[src/inc/ecc_pkg.sv]
// Constants and types shared by the byte stream code generator
package ecc_pkg;
   localparam int ECC_ADDR_W = 5;
   localparam int CNT_W = 9;
   localparam int LINE_W = 9;
   localparam int COL_W = 3;
   localparam int CODE_W = 24;
   // Register byte addresses
   localparam logic [ECC_ADDR_W-1:0] OFS_CFG = 5'h00;
   localparam logic [ECC_ADDR_W-1:0] OFS_RESTART = 5'h04;
   localparam logic [ECC_ADDR_W-1:0] OFS_C1B0 = 5'h08;
   localparam logic [ECC_ADDR_W-1:0] OFS_C1B1 = 5'h0C;
   localparam logic [ECC_ADDR_W-1:0] OFS_C1B2 = 5'h10;
   localparam logic [ECC_ADDR_W-1:0] OFS_C2B0 = 5'h14;
   localparam logic [ECC_ADDR_W-1:0] OFS_C2B1 = 5'h18;
   localparam logic [ECC_ADDR_W-1:0] OFS_C2B2 = 5'h1C;
   localparam int CFG_MODE_BIT = 0;
   localparam logic CFG_MODE_RESET = 1'b0;
   localparam logic [CNT_W-1:0] CNT_RESET = 9'h000;
   localparam logic [CNT_W-1:0] CNT_ONE = 9'h001;
   localparam logic [7:0] LAST_256 = 8'hFF;
   localparam logic [CNT_W-1:0] LAST_512 = 9'h1FF;
   localparam logic [1:0] LOW_BITS_256 = 2'h3;
   localparam logic [CODE_W-1:0] CODE_RESET = 24'h000000;
   localparam logic [31:0] RDATA_ZERO = 32'h00000000;
   localparam logic [1:0] RESP_OKAY = 2'h0;
   localparam logic [1:0] RESP_SLVERR = 2'h2;
   // Data bits whose bit index has index bit k set
   localparam logic [COL_W-1:0][7:0] COL_MASK = {8'hF0, 8'hCC, 8'hAA};
   typedef enum logic [2:0] {
      st_first = 3'b001,
      st_second = 3'b010,
      st_done = 3'b100
   } blk_state_type;
endpackage

[src/rtl/byte_stream_hamming_ecc.sv]
// Byte stream error correcting code generator with AXI4-Lite registers
`timescale 1ns/100ps
`default_nettype none
module byte_stream_hamming_ecc
   import ecc_pkg::*;
(
   input wire logic aclk,
   input wire logic aresetn,
   input wire logic [ECC_ADDR_W-1:0] s_axi_awaddr,
   input wire logic s_axi_awvalid,
   output logic s_axi_awready,
   input wire logic [31:0] s_axi_wdata,
   input wire logic [3:0] s_axi_wstrb,
   input wire logic s_axi_wvalid,
   output logic s_axi_wready,
   output logic [1:0] s_axi_bresp,
   output logic s_axi_bvalid,
   input wire logic s_axi_bready,
   input wire logic [ECC_ADDR_W-1:0] s_axi_araddr,
   input wire logic s_axi_arvalid,
   output logic s_axi_arready,
   output logic [31:0] s_axi_rdata,
   output logic [1:0] s_axi_rresp,
   output logic s_axi_rvalid,
   input wire logic s_axi_rready,
   input wire logic byte_valid,
   input wire logic [7:0] byte_data,
   output logic codes_complete
);
   logic aw_have_ff;
   logic [ECC_ADDR_W-1:0] awaddr_ff;
   logic w_have_ff;
   logic [31:0] wdata_ff;
   logic [3:0] wstrb_ff;
   logic bvalid_ff;
   logic [1:0] bresp_ff;
   logic rvalid_ff;
   logic [31:0] rdata_ff;
   logic [1:0] rresp_ff;
   logic block_size_select_ff;
   blk_state_type state_ff;
   blk_state_type nxt_state;
   logic [CNT_W-1:0] count_ff;
   logic [CNT_W-1:0] nxt_count;
   logic [CODE_W-1:0] first_code_result_set_ff;
   logic [CODE_W-1:0] second_code_result_set_ff;
   logic [LINE_W-1:0] line_true;
   logic [LINE_W-1:0] line_comp;
   logic [COL_W-1:0] col_true;
   logic [COL_W-1:0] col_comp;
   logic [7:0] code_b0;
   logic [7:0] code_b1;
   logic [7:0] code_b2;

   // Write channel decode
   wire aw_fire = s_axi_awvalid && s_axi_awready;
   wire w_fire = s_axi_wvalid && s_axi_wready;
   wire do_write = aw_have_ff && w_have_ff;
   wire wr_cfg = do_write && (awaddr_ff == OFS_CFG);
   wire wr_restart = do_write && (awaddr_ff == OFS_RESTART);
   wire wr_result = (awaddr_ff == OFS_C1B0) || (awaddr_ff == OFS_C1B1) ||
      (awaddr_ff == OFS_C1B2) || (awaddr_ff == OFS_C2B0) || (awaddr_ff == OFS_C2B1) ||
      (awaddr_ff == OFS_C2B2);
   wire wr_mapped = (awaddr_ff == OFS_CFG) || (awaddr_ff == OFS_RESTART) || wr_result;
   assign s_axi_awready = !aw_have_ff && !bvalid_ff;
   assign s_axi_wready = !w_have_ff && !bvalid_ff;
   assign s_axi_bvalid = bvalid_ff;
   assign s_axi_bresp = bresp_ff;

   // Read channel decode
   wire ar_fire = s_axi_arvalid && s_axi_arready;
   wire [7:0] rd_byte =
      (s_axi_araddr == OFS_CFG) ? {7'h00, block_size_select_ff} :
      (s_axi_araddr == OFS_C1B0) ? first_code_result_set_ff[23:16] :
      (s_axi_araddr == OFS_C1B1) ? first_code_result_set_ff[15:8] :
      (s_axi_araddr == OFS_C1B2) ? first_code_result_set_ff[7:0] :
      (s_axi_araddr == OFS_C2B0) ? second_code_result_set_ff[23:16] :
      (s_axi_araddr == OFS_C2B1) ? second_code_result_set_ff[15:8] :
      (s_axi_araddr == OFS_C2B2) ? second_code_result_set_ff[7:0] : 8'h00;
   wire rd_mapped = (s_axi_araddr == OFS_CFG) || (s_axi_araddr == OFS_RESTART) ||
      (s_axi_araddr == OFS_C1B0) || (s_axi_araddr == OFS_C1B1) ||
      (s_axi_araddr == OFS_C1B2) || (s_axi_araddr == OFS_C2B0) ||
      (s_axi_araddr == OFS_C2B1) || (s_axi_araddr == OFS_C2B2);
   assign s_axi_arready = !rvalid_ff;
   assign s_axi_rvalid = rvalid_ff;
   assign s_axi_rdata = rdata_ff;
   assign s_axi_rresp = rresp_ff;

   always_ff @(posedge aclk) begin
      if (!aresetn) begin
         aw_have_ff <= 1'b0;
         awaddr_ff <= '0;
         w_have_ff <= 1'b0;
         wdata_ff <= RDATA_ZERO;
         wstrb_ff <= 4'h0;
      end else begin
         aw_have_ff <= (aw_have_ff || aw_fire) && !do_write;
         w_have_ff <= (w_have_ff || w_fire) && !do_write;
         if (aw_fire) begin
            awaddr_ff <= s_axi_awaddr;
         end
         if (w_fire) begin
            wdata_ff <= s_axi_wdata;
            wstrb_ff <= s_axi_wstrb;
         end
      end
   end

   always_ff @(posedge aclk) begin
      if (!aresetn) begin
         bvalid_ff <= 1'b0;
         bresp_ff <= RESP_OKAY;
      end else if (do_write) begin
         bvalid_ff <= 1'b1;
         bresp_ff <= wr_mapped ? RESP_OKAY : RESP_SLVERR;
      end else if (s_axi_bready) begin
         bvalid_ff <= 1'b0;
      end
   end

   always_ff @(posedge aclk) begin
      if (!aresetn) begin
         rvalid_ff <= 1'b0;
         rdata_ff <= RDATA_ZERO;
         rresp_ff <= RESP_OKAY;
      end else if (ar_fire) begin
         rvalid_ff <= 1'b1;
         rdata_ff <= {24'h000000, rd_byte};
         rresp_ff <= rd_mapped ? RESP_OKAY : RESP_SLVERR;
      end else if (s_axi_rready) begin
         rvalid_ff <= 1'b0;
      end
   end

   always_ff @(posedge aclk) begin
      if (!aresetn) begin
         block_size_select_ff <= CFG_MODE_RESET;
      end else if (wr_cfg && wstrb_ff[0]) begin
         block_size_select_ff <= wdata_ff[CFG_MODE_BIT];
      end
   end

   // Block sequencing
   wire acc_valid = byte_valid && (state_ff != st_done);
   wire last_byte = block_size_select_ff ? (count_ff == LAST_512) :
      (count_ff[7:0] == LAST_256);
   wire blk_end = acc_valid && last_byte && !wr_restart;
   wire acc_clear = wr_restart || blk_end;
   assign codes_complete = (state_ff == st_done);

   always_comb begin
      nxt_state = state_ff;
      nxt_count = count_ff;
      if (wr_restart) begin
         nxt_state = st_first;
         nxt_count = CNT_RESET;
      end else if (acc_valid) begin
         nxt_count = count_ff + CNT_ONE;
         if (blk_end) begin
            unique case (state_ff)
               st_first: nxt_state = block_size_select_ff ? st_done : st_second;
               st_second: nxt_state = st_done;
               st_done: nxt_state = st_done;
               default: nxt_state = st_done;
            endcase
         end
      end
   end

   always_ff @(posedge aclk) begin
      if (!aresetn) begin
         state_ff <= st_first;
         count_ff <= CNT_RESET;
      end else begin
         state_ff <= nxt_state;
         count_ff <= nxt_count;
      end
   end

   hamming_accumulator i_hamming_accumulator (
      .aclk(aclk),
      .aresetn(aresetn),
      .clear(acc_clear),
      .byte_valid(acc_valid && !wr_restart),
      .byte_data(byte_data),
      .byte_offset(count_ff),
      .line_true(line_true),
      .line_comp(line_comp),
      .col_true(col_true),
      .col_comp(col_comp)
   );

   // Code byte assembly from parity pairs
   genvar i;
   generate
      for (i = 0; i < 4; i++) begin : g_line_pairs
         assign code_b0[2*i+1] = line_true[4+i];
         assign code_b0[2*i] = line_comp[4+i];
         assign code_b1[2*i+1] = line_true[i];
         assign code_b1[2*i] = line_comp[i];
      end
      for (i = 0; i < COL_W; i++) begin : g_col_pairs
         assign code_b2[2*i+3] = col_true[i];
         assign code_b2[2*i+2] = col_comp[i];
      end
   endgenerate
   assign code_b2[1:0] = block_size_select_ff ? {line_true[8], line_comp[8]} :
      LOW_BITS_256;
   wire [CODE_W-1:0] code_word = {code_b0, code_b1, code_b2};

   always_ff @(posedge aclk) begin
      if (!aresetn || wr_restart) begin
         first_code_result_set_ff <= CODE_RESET;
         second_code_result_set_ff <= CODE_RESET;
      end else if (blk_end && state_ff == st_first) begin
         first_code_result_set_ff <= code_word;
      end else if (blk_end && state_ff == st_second) begin
         second_code_result_set_ff <= code_word;
      end
   end

   // Checks
   property p_restart_clears;
      @(posedge aclk) disable iff (!aresetn)
      wr_restart |=> count_ff == CNT_RESET && state_ff == st_first && first_code_result_set_ff == CODE_RESET;
   endproperty
   a_restart_clears: assert property (p_restart_clears) else $error("restart ignored");

   property p_count_step;
      @(posedge aclk) disable iff (!aresetn)
      acc_valid && !wr_restart |=> count_ff == $past(count_ff) + CNT_ONE;
   endproperty
   a_count_step: assert property (p_count_step) else $error("byte not counted");

   property p_hold_done;
      @(posedge aclk) disable iff (!aresetn)
      state_ff == st_done && !wr_restart |=> $stable(first_code_result_set_ff) && $stable(second_code_result_set_ff);
   endproperty
   a_hold_done: assert property (p_hold_done) else $error("result changed");

   property p_first_store;
      @(posedge aclk) disable iff (!aresetn)
      blk_end && state_ff == st_first |=> first_code_result_set_ff == $past(code_word) && $stable(second_code_result_set_ff);
   endproperty
   a_first_store: assert property (p_first_store) else $error("first code lost");

   property p_second_after_256;
      @(posedge aclk) disable iff (!aresetn)
      blk_end && state_ff == st_first && !block_size_select_ff |=> state_ff == st_second;
   endproperty
   a_second_after_256: assert property (p_second_after_256) else $error("no second block");

   property p_512_single;
      @(posedge aclk) disable iff (!aresetn)
      blk_end && block_size_select_ff |-> count_ff == LAST_512 ##1
         (state_ff == st_done && $stable(second_code_result_set_ff));
   endproperty
   a_512_single: assert property (p_512_single) else $error("512 block wrong");

   property p_low_bits_256;
      @(posedge aclk) disable iff (!aresetn)
      blk_end && !block_size_select_ff |=> (state_ff == st_second ? first_code_result_set_ff[1:0] :
         second_code_result_set_ff[1:0]) == LOW_BITS_256;
   endproperty
   a_low_bits_256: assert property (p_low_bits_256) else $error("low bits not 11");

   property p_pairs_agree;
      @(posedge aclk) disable iff (!aresetn)
      (line_true ^ line_comp) == {LINE_W{col_true[0] ^ col_comp[0]}} &&
         (col_true ^ col_comp) == {COL_W{col_true[0] ^ col_comp[0]}};
   endproperty
   a_pairs_agree: assert property (p_pairs_agree) else $error("parity pair mismatch");

   property p_cfg_readback;
      @(posedge aclk) disable iff (!aresetn)
      ar_fire && s_axi_araddr == OFS_CFG |=> rdata_ff == {31'h0, block_size_select_ff};
   endproperty
   a_cfg_readback: assert property (p_cfg_readback) else $error("config read wrong");

   property p_write_resp;
      @(posedge aclk) disable iff (!aresetn)
      do_write |=> bvalid_ff ##0 !aw_have_ff && !w_have_ff;
   endproperty
   a_write_resp: assert property (p_write_resp) else $error("write not answered");

   property p_second_store;
      @(posedge aclk) disable iff (!aresetn)
      blk_end && state_ff == st_second |=> second_code_result_set_ff == $past(code_word) && $stable(first_code_result_set_ff);
   endproperty
   a_second_store: assert property (p_second_store) else $error("second code lost");

   property p_done_ignores;
      @(posedge aclk) disable iff (!aresetn)
      state_ff == st_done && !wr_restart |=> state_ff == st_done && $stable(count_ff);
   endproperty
   a_done_ignores: assert property (p_done_ignores) else $error("late byte taken");

   // Offset bit 8 pair must differ exactly as the column pairs do
   property p_512_pair;
      @(posedge aclk) disable iff (!aresetn)
      blk_end && block_size_select_ff && state_ff == st_first |=>
         (first_code_result_set_ff[1] ^ first_code_result_set_ff[0]) == (first_code_result_set_ff[3] ^ first_code_result_set_ff[2]);
   endproperty
   a_512_pair: assert property (p_512_pair) else $error("offset bit 8 pair broken");

   property p_cfg_write;
      @(posedge aclk) disable iff (!aresetn)
      wr_cfg && wstrb_ff[0] |=> block_size_select_ff == $past(wdata_ff[CFG_MODE_BIT]);
   endproperty
   a_cfg_write: assert property (p_cfg_write) else $error("config write lost");

   property p_restart_rd0;
      @(posedge aclk) disable iff (!aresetn)
      ar_fire && s_axi_araddr == OFS_RESTART |=> rdata_ff == RDATA_ZERO;
   endproperty
   a_restart_rd0: assert property (p_restart_rd0) else $error("restart readable");

   property p_unmapped_write;
      @(posedge aclk) disable iff (!aresetn)
      do_write && !wr_mapped |=> bvalid_ff && bresp_ff == RESP_SLVERR;
   endproperty
   a_unmapped_write: assert property (p_unmapped_write) else $error("unmapped write accepted");

   c_two_blocks: cover property (@(posedge aclk) disable iff (!aresetn)
      blk_end && state_ff == st_second);
   c_512_block: cover property (@(posedge aclk) disable iff (!aresetn)
      blk_end && block_size_select_ff);
   c_restart_mid: cover property (@(posedge aclk) disable iff (!aresetn)
      wr_restart && count_ff != CNT_RESET);
   c_bytes_after_done: cover property (@(posedge aclk) disable iff (!aresetn)
      byte_valid && state_ff == st_done);
endmodule
`default_nettype wire

[src/rtl/hamming_accumulator.sv]
// Running line and column parity pairs over a byte stream
`timescale 1ns/100ps
`default_nettype none
module hamming_accumulator
   import ecc_pkg::*;
(
   input wire logic aclk,
   input wire logic aresetn,
   input wire logic clear,
   input wire logic byte_valid,
   input wire logic [7:0] byte_data,
   input wire logic [LINE_W-1:0] byte_offset,
   output logic [LINE_W-1:0] line_true,
   output logic [LINE_W-1:0] line_comp,
   output logic [COL_W-1:0] col_true,
   output logic [COL_W-1:0] col_comp
);
   logic [LINE_W-1:0] line_true_ff;
   logic [LINE_W-1:0] line_comp_ff;
   logic [COL_W-1:0] col_true_ff;
   logic [COL_W-1:0] col_comp_ff;
   wire byte_par = ^byte_data;

   // Outputs include the byte of this cycle
   genvar j;
   generate
      for (j = 0; j < LINE_W; j++) begin : g_line
         assign line_true[j] = line_true_ff[j] ^ (byte_valid & byte_par & byte_offset[j]);
         assign line_comp[j] = line_comp_ff[j] ^ (byte_valid & byte_par & ~byte_offset[j]);
      end
      for (j = 0; j < COL_W; j++) begin : g_col
         assign col_true[j] = col_true_ff[j] ^ (byte_valid & (^(byte_data & COL_MASK[j])));
         assign col_comp[j] = col_comp_ff[j] ^ (byte_valid & (^(byte_data & ~COL_MASK[j])));
      end
   endgenerate

   always_ff @(posedge aclk) begin
      if (!aresetn || clear) begin
         line_true_ff <= '0;
         line_comp_ff <= '0;
         col_true_ff <= '0;
         col_comp_ff <= '0;
      end else begin
         line_true_ff <= line_true;
         line_comp_ff <= line_comp;
         col_true_ff <= col_true;
         col_comp_ff <= col_comp;
      end
   end

   property p_offset_parity;
      @(posedge aclk) disable iff (!aresetn)
      byte_valid && !clear |=> line_true_ff == ($past(line_true_ff) ^
         ($past(byte_offset) & {LINE_W{$past(byte_par)}}));
   endproperty
   a_offset_parity: assert property (p_offset_parity) else $error("line parity wrong");
endmodule
`default_nettype wire

[config.mk]
export PLATFORM = sky130hd
export DESIGN_NAME = byte_stream_hamming_ecc
export DESIGN_NICKNAME = d
export VERILOG_FILES = /design/src/inc/ecc_pkg.sv /design/src/rtl/byte_stream_hamming_ecc.sv /design/src/rtl/hamming_accumulator.sv
export SDC_FILE = /design/constraint.sdc
export NUM_CORES = 1
export LEC_CHECK = 0
export BUFFER_PORTS_ARGS = -buffer_cell sky130_fd_sc_hd__buf_2
export CAP_MARGIN = 25
export CORE_MARGIN = 2
export CORE_UTILIZATION = 55
export CTS_CLUSTER_DIAMETER = 50
export DETAILED_ROUTE_END_ITERATION = 8
export GPL_ROUTABILITY_DRIVEN = 0
export HOLD_SLACK_MARGIN = 0.15
export PLACE_DENSITY_LB_ADDON = 0.15
export SLEW_MARGIN = 5
export SYNTH_ARGS = -nofsm -noshare
export SYNTH_HDL_FRONTEND = slang
export SYNTH_SLANG_ARGS = --single-unit
[constraint.sdc]
create_clock -name aclk -period 3.25 [get_ports aclk]
set_input_delay 0.65 -clock aclk [delete_from_list [all_inputs] [get_ports aclk]]
set_output_delay 0.65 -clock aclk [all_outputs]
set_load 0.02 [all_outputs]
# After elaboration in Yosys (flattened, before gate mapping)
# Index checks and enable logic that the tools add are counted.
totals:
  regBits: 108
  input_bits: 62
  out_inout_bits: 42
  wordCells: 174
op_classes:
  n_addsub: 1
  eq_ne: 20
  muxes: 17
  bitwise: 60
  n_reduce_logical: 57
op_table:
  columns: ["operator", "count"]
  rows:
  - ["$mux 8", 7]
  - ["$reduce_xor 8->1", 7]
  - ["$eq 5x5->1 const B", 8]
  - ["$and 1x1->1", 25]
  - ["$xor 1x1->1", 24]
  - ["$eq 5x4->1 const B", 4]
  - ["$logic_or 1x1->1", 19]
  - ["$logic_and 1x1->1", 17]
  - ["$not 1->1", 11]
  - ["$eq 5x3->1 const B", 2]
  - ["$logic_not 5->1", 2]
  - ["$add 9x1->9 const B", 1]
  - ["$eq 9x9->1 const B", 1]
  - ["$eq 8x8->1 const B", 1]
  - ["$logic_not 1->1", 7]
  - ["$mux 2", 3]
  - ["$mux 3", 2]
  - ["$mux 1", 5]
  - ["$reduce_and 2->1", 2]
  - ["$reduce_bool 2->1", 2]
  - ["$eq 3x1->1 const B", 1]
  - ["$eq 3x2->1 const B", 1]
  - ["$eq 3x3->1 const B", 1]
  - ["$ne 3x3->1 const B", 1]
  - ["$reduce_or 2->1", 1]

# Longest topological paths before layout
# Gate-level depths: netlist of run 1.
logic_depth:
  depth_word: 9
  mapped_depth: 11
  ltp_nobuf: 10

# Hierarchy
# A second synthesis of run 1 with hierarchy kept.
hier_totals:
  cells_unflattened: 621
  area_unflattened_um2: 5260.0
modules_own_cells:
  columns: ["module", "n_inst", "cells_per_inst", "area_each_um2", "seq_area_each_um2"]
  rows:
  - ["byte_stream_hamming_ecc", 1, 465, 3937.5, 1641.6]
  - ["hamming_accumulator", 1, 156, 1322.5, 480.5]

# Worst setup path after synthesis of run 1
# OpenSTA, ideal clock, no wires.
synth_path:
  path_type: "register to register"
  from: "reg state_ff[0]"
  to: "reg first_code_result_set_ff[23]"
  setup_time_ns: 0.123
  arrival_time_ns: 1.943
  t_required_ns: 3.127
  path_slack_ns: 1.183
  path_stages_with_launch: 9
  n_path_buf: 2
  synth_period_minus_slack_ns: 2.067
  cell_sequence: "dfxtp_1 -> nor3b_1 -> nor2b_1 -> buf_2 -> and2_1 -> clkbuf_1 -> nand3_1 -> xor2_1 -> a21oi_1"
synth_between:
  elab_chain_len: 6
  word_cells_on_any_way: 10
  classes_between: "2 x eq/ne; 3 x bitwise; 5 x reduce/logical"
synth_rtl:
  columns: ["item", "line_no", "rtl"]
  rows:
  - ["start: declaration", "byte_stream_hamming_ecc.sv:41", "blk_state_type state_ff;"]
  - ["start signal: assignment", "byte_stream_hamming_ecc.sv:172", "state_ff <= st_first;"]
  - ["start signal: assignment", "byte_stream_hamming_ecc.sv:175", "state_ff <= nxt_state;"]
  - ["$ne 3x3->1", "byte_stream_hamming_ecc.sv:144", "wire acc_valid = byte_valid && (state_ff != st_done);"]
  - ["$logic_and 1x1->1", "byte_stream_hamming_ecc.sv:144", null]
  - ["$logic_and 1x1->1", "byte_stream_hamming_ecc.sv:184", ".byte_valid(acc_valid && !wr_restart),"]
  - ["$and 1x1->1 (2 in a row)", "hamming_accumulator.sv:28", "assign line_true[j] = line_true_ff[j] ^ (byte_valid & byte_par & byte_offset[j]);"]
  - ["$xor 1x1->1", "hamming_accumulator.sv:28", null]
  - ["end signal: assignment", "byte_stream_hamming_ecc.sv:216", "first_code_result_set_ff <= code_word;"]
  - ["end: declaration", "byte_stream_hamming_ecc.sv:45", "logic [CODE_W-1:0] first_code_result_set_ff;"]
# Several ways; a longest one is shown, not always the timed one.
# A chain may end at the register's enable or synchronous reset.

# Final worst setup path of run 1
layout_path:
  from: "reg count_ff[0]"
  to: "reg first_code_result_set_ff[18]"
layout_between:
  elab_chain_len: 5
  word_cells_on_any_way: 6
  classes_between: "2 x eq/ne; 1 x mux; 3 x reduce/logical"
layout_rtl:
  columns: ["item", "line_no", "rtl"]
  rows:
  - ["start: declaration", "byte_stream_hamming_ecc.sv:43", "logic [CNT_W-1:0] count_ff;"]
  - ["start signal: assignment", "byte_stream_hamming_ecc.sv:176", "count_ff <= nxt_count;"]
  - ["$eq 9x9->1 or $eq 8x8->1 (tied branches)", "byte_stream_hamming_ecc.sv:145, byte_stream_hamming_ecc.sv:146", null]
  - ["$mux 1 *", "byte_stream_hamming_ecc.sv:145", "wire last_byte = block_size_select_ff ? (count_ff == LAST_512) :"]
  - ["$logic_and 1x1->1 * (2 in a row)", "byte_stream_hamming_ecc.sv:147", "wire blk_end = acc_valid && last_byte && !wr_restart;"]
  - ["$logic_and 1x1->1 *", "byte_stream_hamming_ecc.sv:215", "end else if (blk_end && state_ff == st_first) begin"]
# Mark *: on every way between the ends. The rest lies on a longest branch, timed or not.

==> results of run 1 <==
worst register-to-register path, stage by stage (launching register included):
cell      delay [ns]
dfxtp_1         0.44
ha_1            0.22
nand3_1         0.13
nor2_1          0.12
ha_1            0.15
nand2_1         0.06
o31ai_2         0.10
nand4b_1        0.27
nor3b_4         0.45
buf_12          0.27
o21ai_1         0.11
a21oi_1         0.17
registers in the layout (all words and copies together), names as in the netlist, 3 cells and up:
name and count:
awaddr_ff 5, count_ff 9, first_code_result_set_ff 24, i_hamming_accumulator.col_comp_ff 3, i_hamming_accumulator.col_true_ff 3, i_hamming_accumulator.line_comp_ff 9, i_hamming_accumulator.line_true_ff 9, s_axi_rdata 8
second_code_result_set_ff 24, state_ff 3
worst max path at each step:
| stage | from | endpoint | cells after the start |
|---|---|---|---|
| after floorplan | state_ff[0] | first_code_result_set_ff[23] | 8 |
| after global placement | count_ff[0] | first_code_result_set_ff[1] | 11 |
| after detailed placement | count_ff[0] | first_code_result_set_ff[1] | 11 |
| after CTS | count_ff[0] | first_code_result_set_ff[18] | 11 |
| after global routing | count_ff[0] | second_code_result_set_ff[15] | 11 |
| final | count_ff[0] | first_code_result_set_ff[18] | 11 |
layer usage:
layer | up-vias | share of wire | track usage | routed length (um)
met5 | - | 0 | 0 | 0
met4 | 0 | 0.012 | 0.0595 | 112
met3 | 12 | 0.056 | 0.0372 | 529
met2 | 76 | 0.45 | 0.347 | 4290
met1 | 1637 | 0.48 | 0.302 | 4550
li1 | 1778 | - | - | -
final cells by class:
cell class	instances	area [um2]
fill	744	3170
multi-input combinational	371	2250
sequential	106	2120
timing repair buffer	49	273
clock buffer	10	138
tap	105	131
clock inverter	6	65.1
inverter	6	22.5
cell usage in the layout, fill, tap and decap left out, types with 18 or more instances in the layout:
| cell type | synthesis | routed |
|---|---|---|
| nand2_1 | 23 | 23 |
| buf_2 | 9 | 43 |
| nor2_1 | 64 | 64 |
| xnor2_1 | 24 | 24 |
| xor2_1 | 19 | 19 |
| dfxtp_1 | 106 | 106 |
| conb_1 | 1 | 26 |
| nand3_1 | 18 | 18 |
| a21oi_1 | 57 | 57 |
| o21ai_1 | 43 | 43 |
cells by family (layout without fill, tap and decap cells):
kind of cell / count (synthesis) / after routing / share of synthesized area
AO/OA/AOI/OAI: 138 / 138 / 0.163
XOR/XNOR: 47 / 47 / 0.0956
adder cells (fa/ha/maj): 2 / 2 / 0.00541
buffers and inverters: 63 / 71 / 0.0796
flip-flops: 106 / 106 / 0.459
multiplexers: 21 / 21 / 0.0598
other: 1 / 26 / 0.000812
AND/OR/NAND/NOR: 137 / 137 / 0.137
power breakdown:
group          total [uW]  switching, uW  internal, uW
clock network         817            438           379
registers            1390           31.4          1360
logic                 416            275           142
total                2620            744          1880
stage by stage:
stage	hold slack, ns	instances
floorplan	0.454	540
global placement	0.439	637
detailed placement	0.462	637
CTS	0.476	653
global route	0.475	653
finish	0.471	653
==> reports/qor.yml, run 1 <==
cts:
  cts_buffer_depth: 2
  clkSinkCount: 106
  clock_latency_ns: 0.36
  clk_pin_slew_ns: 0.10
  post_cts_resized: 0
  postCtsSetupRepairBufs: 0
  htreeDepth: 3
  cts_buffers: 9
  clock-root-buffer: "clkbuf_8"
  cts_tree: "yes"
  cts_hold_buf: 0
critical_path:
  cp_slowest_cell: "nor3b_4"
  rr_worst_depth: 11
  cpMostUsedCell: "ha_1"
  worstPathMaxFanout: 42
  worstSetupPathType: "register to register"
  startpoint_type: "register"
  r2r_slack_ns: 0.71
  r2r-start: "count_ff[0]"
  rr_endpoint: "first_code_result_set_ff[18]"
  cp-end-kind: "register"
  cpLargestDelayFamily: "simple AND/OR/NAND/NOR gates"
  max_stage_delay_ns: 0.45
  required_ns: 3.53
  crit_arrival_ns: 2.83
  cp.buffers_inverters: 1
  worstPathCellList: "ha_1 > nand3_1 > nor2_1 > ha_1 > nand2_1 > o31ai_2 > nand4b_1 > nor3b_4 > buf_12 > o21ai_1 > a21oi_1"
global_route:
  grtUsageTotal: 0.217
  grt_pass1_wl_um: 15500
  grt_overflow: 0
  grt_max_degree: 49
  antenna_found_initial: 0
  grt_pass1_vias: 3236
logic_synthesis:
  syn_area_per_cell_um2: 8.97
  synth_area_leaders: "dfxtp_1 (46%), a21oi_1 (6.2%), buf_4 (5.2%)"
  ys_warn_count: 0
  async_flop_share: 0
  syn_inst: 515
  yosysTopAreaCellShare: 0.459
  post-synth-top-count-cell: "dfxtp_1"
  ys.flop_type: "dfxtp_1"
  yosys-top-cells-count: "dfxtp_1 (106), nor2_1 (64), a21oi_1 (57)"
  synth_area_mm2: 0.00462
  ys_ff_latch: 106
  synth_top_area_cell: "dfxtp_1"
  synth.distinct_cells: 41
  synth_seq_area_share: 0.459
  synth-edff-count: 0
die:
  dieWidth_um: 95.7
  pin_count: 104
  rows: 33
  core_area_mm2: 0.00818
  die_area_mm2: 0.00915
  die_h_um: 95.7
  start_util: 0.565
outcome:
  status: "completed"
job:
  cap_violations: 0
sta:
  max_freq_mhz: 393
  clock_skew_ns: 0.00913
  setup_viol: 0
  relSlewSlack: 0.550
  worst_pin_slew_ns: 0.674
  period_share: 0.783
  hold_viol_final: 0
  drv_slew: 0
  fin_crit_ns: 2.54
  setup_slack_ns: 0.705
  rsz0062_at_grt: "no"
  finalSetupTns_ns: 0
power:
  power.total_uw: 2620
  p_per_area_mw_per_mm2: 524
  ir_drop_uv: 324
  p_leak_uw: 0.00201
cells_and_area:
  post_route_cells_drive_above_1_share: 0.151
  stdcell_area_mm2: 0.00500
  syn2layout_area_growth_pct: 8.29
  nNetsFinal: 607
  post-route-util: 0.612
  n_antenna_cell: 0
worst_hold_path:
  min_path_cells: 2
  hold_path.class: "register to register"
  worst_hold_path.endpoint: "s_axi_rdata[6]"
  hold_start: "s_axi_rdata[6]"
route:
  drt_wl_total_um: 9490
  route.detailed.drc: 0
  num_vias: 3503
  ant_nets: 0
  avgViaCountPerCell: 5.36
  drtIter0Drc: 128
  post_drt_wl_per_cell_um: 14.5
  first_pass_iters: 4
place:
  place_ws_ns: 0.729
  port-buffer-count: 43
  dp_hpwl_um: 6550
  placed_cell_area_mm2: 0.00480
(Power assumes the default switching activity.)
==> inputs of run 2 (changes only) <==
--- a/config.mk
+++ b/config.mk
@@ -5,6 +5,7 @@
 export SDC_FILE = /design/constraint.sdc
 export NUM_CORES = 1
 export LEC_CHECK = 0
+export ABC_AREA = 1
 export BUFFER_PORTS_ARGS = -buffer_cell sky130_fd_sc_hd__buf_2
 export CAP_MARGIN = 25
 export CORE_MARGIN = 2
==> constraint.sdc (replaced) <==
create_clock -name aclk -period 2.65 [get_ports aclk]
set_input_delay 0.53 -clock aclk [delete_from_list [all_inputs] [get_ports aclk]]
set_output_delay 0.53 -clock aclk [all_outputs]
set_load 0.02 [all_outputs]
==> run 2 against run 1 <==
Critical path depth increased by 3. Clock power increased by 18%. Final cell count increased by 39%. Cell area increased by 12%. Core utilization decreased by 0.41 points. Clock skew increased by 0.0089 ns. Global-route usage increased by 2.2 points. Hold slack got worse by 0.081 ns. Sequential share of layout area decreased by 4.4 points. Largest power group unchanged.
==> reports/qor.yml, run 2 <==
outcome:
  status: "completed"
critical_path:
  rr_worst_depth: 14
  r2r_slack_ns: 0.26
  crit_arrival_ns: 2.66
  r2r-start: "count_ff[1]"
  worstPathCellList: "ha_1 > nand3_1 > nor2_2 > ha_1 > nor2_1 > nor2_1 > o21ai_1 > nor2_4 > nand2_1 > inv_2 > buf_4 > nand3_1 > nand2_1 > inv_1"
  worstPathMaxFanout: 10
  cp.depth: 14
  cp_slowest_cell: "dfxtp_1"
  cp-end-kind: "register"
  crit_end: "first_code_result_set_ff[10]"
  setup.worst_path.start: "count_ff[1]"
  worstSetupPathType: "register to register"
  startpoint_type: "register"
  required_ns: 2.92
  max_stage_delay_ns: 0.42
  cpLargestDelayFamily: "simple AND/OR/NAND/NOR gates"
  rr_endpoint: "first_code_result_set_ff[10]"
  cp.buffers_inverters: 3
die:
  rows: 35
  start_util: 0.565
  dieWidth_um: 101
  core_area_mm2: 0.00920
  die_area_mm2: 0.0102
  die_h_um: 101
  pin_count: 104
cts:
  clock_latency_ns: 0.37
  cts_buffers: 9
  cts_hold_buf: 0
  htreeDepth: 3
  clkSinkCount: 106
  cts_buffer_depth: 2
  clk_pin_slew_ns: 0.12
  cts_tree: "yes"
  clock-root-buffer: "clkbuf_8"
logic_synthesis:
  synth_top_family_by_area: "simple AND/OR/NAND/NOR gates"
  synth_area_mm2: 0.00519
  syn_inst: 751
  synth.distinct_cells: 31
  yosysTopAreaCellShare: 0.409
  ys_warn_count: 0
  synthXorXnorAreaFrac: 0.0219
  synth_seq_area_share: 0.409
  ys.flop_type: "dfxtp_1"
  synth-edff-count: 0
  synth_compound_area_frac: 0.154
  ys_ff_latch: 106
  syn_area_per_cell_um2: 6.92
  synth_area_leaders: "dfxtp_1 (41%), inv_1 (10%), a21oi_1 (8.1%)"
  synthMuxAreaShare: 0
  yosys-top-cells-count: "inv_1 (138), nand2_1 (112), dfxtp_1 (106)"
  synth_top_area_cell: "dfxtp_1"
  async_flop_share: 0
  post-synth-top-count-cell: "inv_1"
  synthAdderAreaFrac: 0.00482
  synth-simple-area-share: 0.242
global_route:
  met3_usage: 0.0373
  grt_pass1_wl_um: 19300
  grtUsageMet2: 0.407
  busiest_layer: "met2"
  grt_overflow: 0
  grt_pass1_vias: 4140
  grt_max_degree: 39
  grtUsageTotal: 0.239
  antenna_found_initial: 0
  met1_usage: 0.320
power:
  ir_drop_uv: 348
  p_per_area_mw_per_mm2: 548
  p_leak_uw: 0.00255
route:
  avgViaCountPerCell: 5.15
  route.detailed.drc: 0
  num_vias: 4665
  drtIter0Drc: 306
  ant_nets: 0
  drt_wl_total_um: 12000
  first_pass_iters: 5
  post_drt_wl_per_cell_um: 13.2
sta:
  setup_slack_ns: 0.260
  fin_crit_ns: 2.39
  setup_viol: 0
  drv_slew: 0
  max_freq_mhz: 418
  relSlewSlack: 0.667
  hold_viol_final: 0
  clock_skew_ns: 0.0181
  worst_pin_slew_ns: 0.497
  rsz0062_at_grt: "no"
  period_share: 0.902
  hold_slack_ns: 0.391
  finalSetupTns_ns: 0
cells_and_area:
  mostFrequentLayoutCells: "inv_1 (138), nand2_1 (112), dfxtp_1 (105)"
  reg_top3: "first_code_result_set_ff (24), second_code_result_set_ff (24)"
  syn2layout_area_growth_pct: 7.64
  nNetsFinal: 854
  post_route_cells_drive_above_1_share: 0.119
  final_common_cell: "inv_1"
  instances_no_fill: 906
  n_antenna_cell: 0
place:
  dp_hpwl_um: 8940
  place_ws_ns: 0.212
  numPlacedInstances: 890
  port-buffer-count: 43
worst_hold_path:
  hold_path.class: "input pin to register"
job:
  cap_violations: 0
[run 2: worst min path at each step]
stage	start	to	slack (ns)	cells past startpoint
2_1_floorplan	second_code_result_set_ff[6]	second_code_result_set_ff[6]	0.42	2
3_3_place_gp	wdata_ff[0]	block_size_select_ff	0.44	2
3_5_place_dp	wdata_ff[0]	block_size_select_ff	0.45	2
4_1_cts	s_axi_bready	s_axi_bvalid	0.38	4
5_1_grt	s_axi_bready	s_axi_bvalid	0.39	4
6_report	s_axi_bready	s_axi_bvalid	0.39	4
[run 2: final cells by class]
| type | instances | area (um2) |
|---|---|---|
| inverters | 141 | 529 |
| repair buffers | 55 | 322 |
| multi-input cells | 477 | 2290 |
| clock buffers | 9 | 124 |
| fillers | 877 | 3610 |
| flip-flops and latches | 106 | 2120 |
| well taps | 111 | 139 |
| clock inverters | 7 | 61.3 |
[run 2: cell families (layout without fill, tap and decap cells)]
family | Yosys count | after routing
buf+inv | 193 | 212
fa+ha+maj | 2 | 2
flops | 106 | 106
compound gates | 149 | 149
xor+xnor | 13 | 13
other cells | 1 | 26
simple gates | 287 | 287
[run 2: tightest hold or removal path, stage by stage]
cell and delay (ns):
buf_2 0.07, inv_1 0.03, nand2_1 0.05, a21oi_1 0.05
[run 2: repair_timing]
action / CTS / global route
buffers inserted: 0 / 0
resized for setup: 0 / 2
setup endpoints to repair: 0 / 29
[run 2: layer usage]
layer / part of all wire / vias up
met5: 0 / -
met4: 0.0093 / 0
met3: 0.039 / 8
met2: 0.50 / 103
met1: 0.45 / 2152
li1: - / 2402
[run 2: where the power goes]
group	internal [uW]	total, uW	switching, uW
registers	1650	1680	31.3
clock network	361	960	600
logic	126	419	293
total	2140	3060	924
[run 2: stage by stage]
stage | area, um2 | util | total power, uW
6_report | 5590 | 0.608 | 3060
4_1_cts | 5590 | 0.607 | 3070
5_1_grt | 5590 | 0.608 | 3200
3_5_place_dp | 5400 | 0.587 | 2140
3_3_place_gp | 5400 | 0.587 | 2120
2_1_floorplan | 5290 | - | 2060
==> inputs of run 3 (changes only) <==
--- a/config.mk
+++ b/config.mk
@@ -5,11 +5,11 @@
 export SDC_FILE = /design/constraint.sdc
 export NUM_CORES = 1
 export LEC_CHECK = 0
-export ABC_AREA = 1
+export ABC_AREA = 0
 export BUFFER_PORTS_ARGS = -buffer_cell sky130_fd_sc_hd__buf_2
 export CAP_MARGIN = 25
 export CORE_MARGIN = 2
-export CORE_UTILIZATION = 55
+export CORE_UTILIZATION = 54
 export CTS_CLUSTER_DIAMETER = 50
 export DETAILED_ROUTE_END_ITERATION = 8
 export GPL_ROUTABILITY_DRIVEN = 0
==> run 3 against run 2 <==
Critical path depth down 3. Global-route usage fell by 1.9 points. Hold slack got worse by 0.058 ns. Largest power group unchanged.
==> reports/qor.yml, run 3 (synthesis gave the netlist of run 1 again) <==
cts:
  clk_pin_slew_ns: 0.10
  cts_tree: "yes"
  htreeDepth: 3
  postCtsSetupRepairBufs: 0
  clock_latency_ns: 0.38
  cts_buffers: 9
  clock-root-buffer: "clkbuf_8"
  post_cts_resized: 0
  cts_buffer_depth: 2
  cts_hold_buf: 0
  clkSinkCount: 106
sta:
  hold_viol_final: 0
  worst_pin_slew_ns: 0.540
  max_freq_mhz: 421
  setup_viol: 0
  period_share: 0.896
  hold_slack_ns: 0.333
  clock_skew_ns: 0.0148
  rsz0062_at_grt: "no"
  fin_crit_ns: 2.37
  drv_slew: 0
  relSlewSlack: 0.639
  setup_slack_ns: 0.276
  finalSetupTns_ns: 0
die:
  dieWidth_um: 96.5
  pin_count: 104
  die_h_um: 96.5
  die_area_mm2: 0.00931
  core_area_mm2: 0.00826
  rows: 33
  start_util: 0.560
route:
  route.detailed.drc: 0
  ant_nets: 0
  drt_wl_total_um: 9400
  num_vias: 3539
  first_pass_iters: 4
  drtIter0Drc: 147
  avgViaCountPerCell: 5.39
  post_drt_wl_per_cell_um: 14.3
critical_path:
  cp-end-kind: "register"
  required_ns: 2.91
  startpoint_type: "register"
  worstSetupPathType: "register to register"
  worstPathMaxFanout: 49
  crit_arrival_ns: 2.63
global_route:
  grtUsageTotal: 0.220
  grt_pass1_vias: 3175
  antenna_found_initial: 0
  grt_pass1_wl_um: 15500
  grt_overflow: 0
  grtUsageMet2: 0.334
  grt_max_degree: 50
  met1_usage: 0.307
  met3_usage: 0.0396
  busiest_layer: "met2"
power:
  p_per_area_mw_per_mm2: 627
  p_leak_uw: 0.00202
  ir_drop_uv: 386
cells_and_area:
  final_common_cell: "dfxtp_1"
  nNetsFinal: 611
  multi_input_area_mm2: 0.00225
  reg_top3: "first_code_result_set_ff (24), second_code_result_set_ff (24)"
  fillers: 756
  mostFrequentLayoutCells: "dfxtp_1 (106), nor2_1 (64), a21oi_1 (57)"
  n_antenna_cell: 0
  regArea_mm2: 0.00212
  stdcell_area_mm2: 0.00503
  syn2layout_area_growth_pct: 8.80
  post_route_cells_drive_above_1_share: 0.158
place:
  dp_hpwl_um: 6520
  place_ws_ns: 0.268
  port-buffer-count: 43
  placed_cell_area_mm2: 0.00484
job:
  cap_violations: 0
worst_hold_path:
  hold_path.class: "input pin to register"
outcome:
  status: "completed"
==> run 3: worst paths after layout <==
| check | start | slack [ns] | cells past startpoint | endpoint |
|---|---|---|---|---|
| worst min-delay path | s_axi_rready | 0.33 | 2 | s_axi_rvalid |
| worst max register to register | count_ff[0] | 0.28 | 11 | state_ff[2] |
| worst min register to register | s_axi_rdata[6] | 0.46 | 2 | s_axi_rdata[6] |
| worst max-delay path | count_ff[0] | 0.28 | 11 | state_ff[2] |
==> run 3: area by class of cell <==
cell class                 instances  area share
clock buffer                       9      0.0246
timing repair buffer              53      0.0627
inverter                           6     0.00448
clock inverter                     7      0.0119
sequential                       106       0.422
tap                              105      0.0261
multi-input combinational        371       0.448
==> run 3: layer usage <==
layer	up-vias	share of wire
li1	1797	-
met1	1635	0.49
met2	92	0.43
met3	15	0.055
met4	0	0.020
met5	-	0
==> run 3: critical path: stages, from the launching register on <==
cell,delay [ns]
dfxtp_1,0.46
ha_1,0.23
nand3_1,0.12
nor2_1,0.11
ha_1,0.15
nand2_1,0.06
o31ai_2,0.10
nand4b_1,0.26
nor3b_4,0.27
buf_12,0.26
nand2b_1,0.10
nor3b_1,0.14
==> run 3: power breakdown <==
group,internal [uW],leakage (uW),switching (uW)
registers,1670,0.000860,38.9
logic,177,0.00107,329
clock network,356,0.0000844,585
==> run 3: stage by stage <==
stage | instances | util | total power (uW)
after global routing | 657 | 0.609 | 3320
after global placement | 641 | 0.587 | 2240
after floorplan | 540 | - | 2140
after detailed placement | 641 | 0.587 | 2250
after CTS | 657 | 0.609 | 3170
final | 657 | 0.609 | 3150
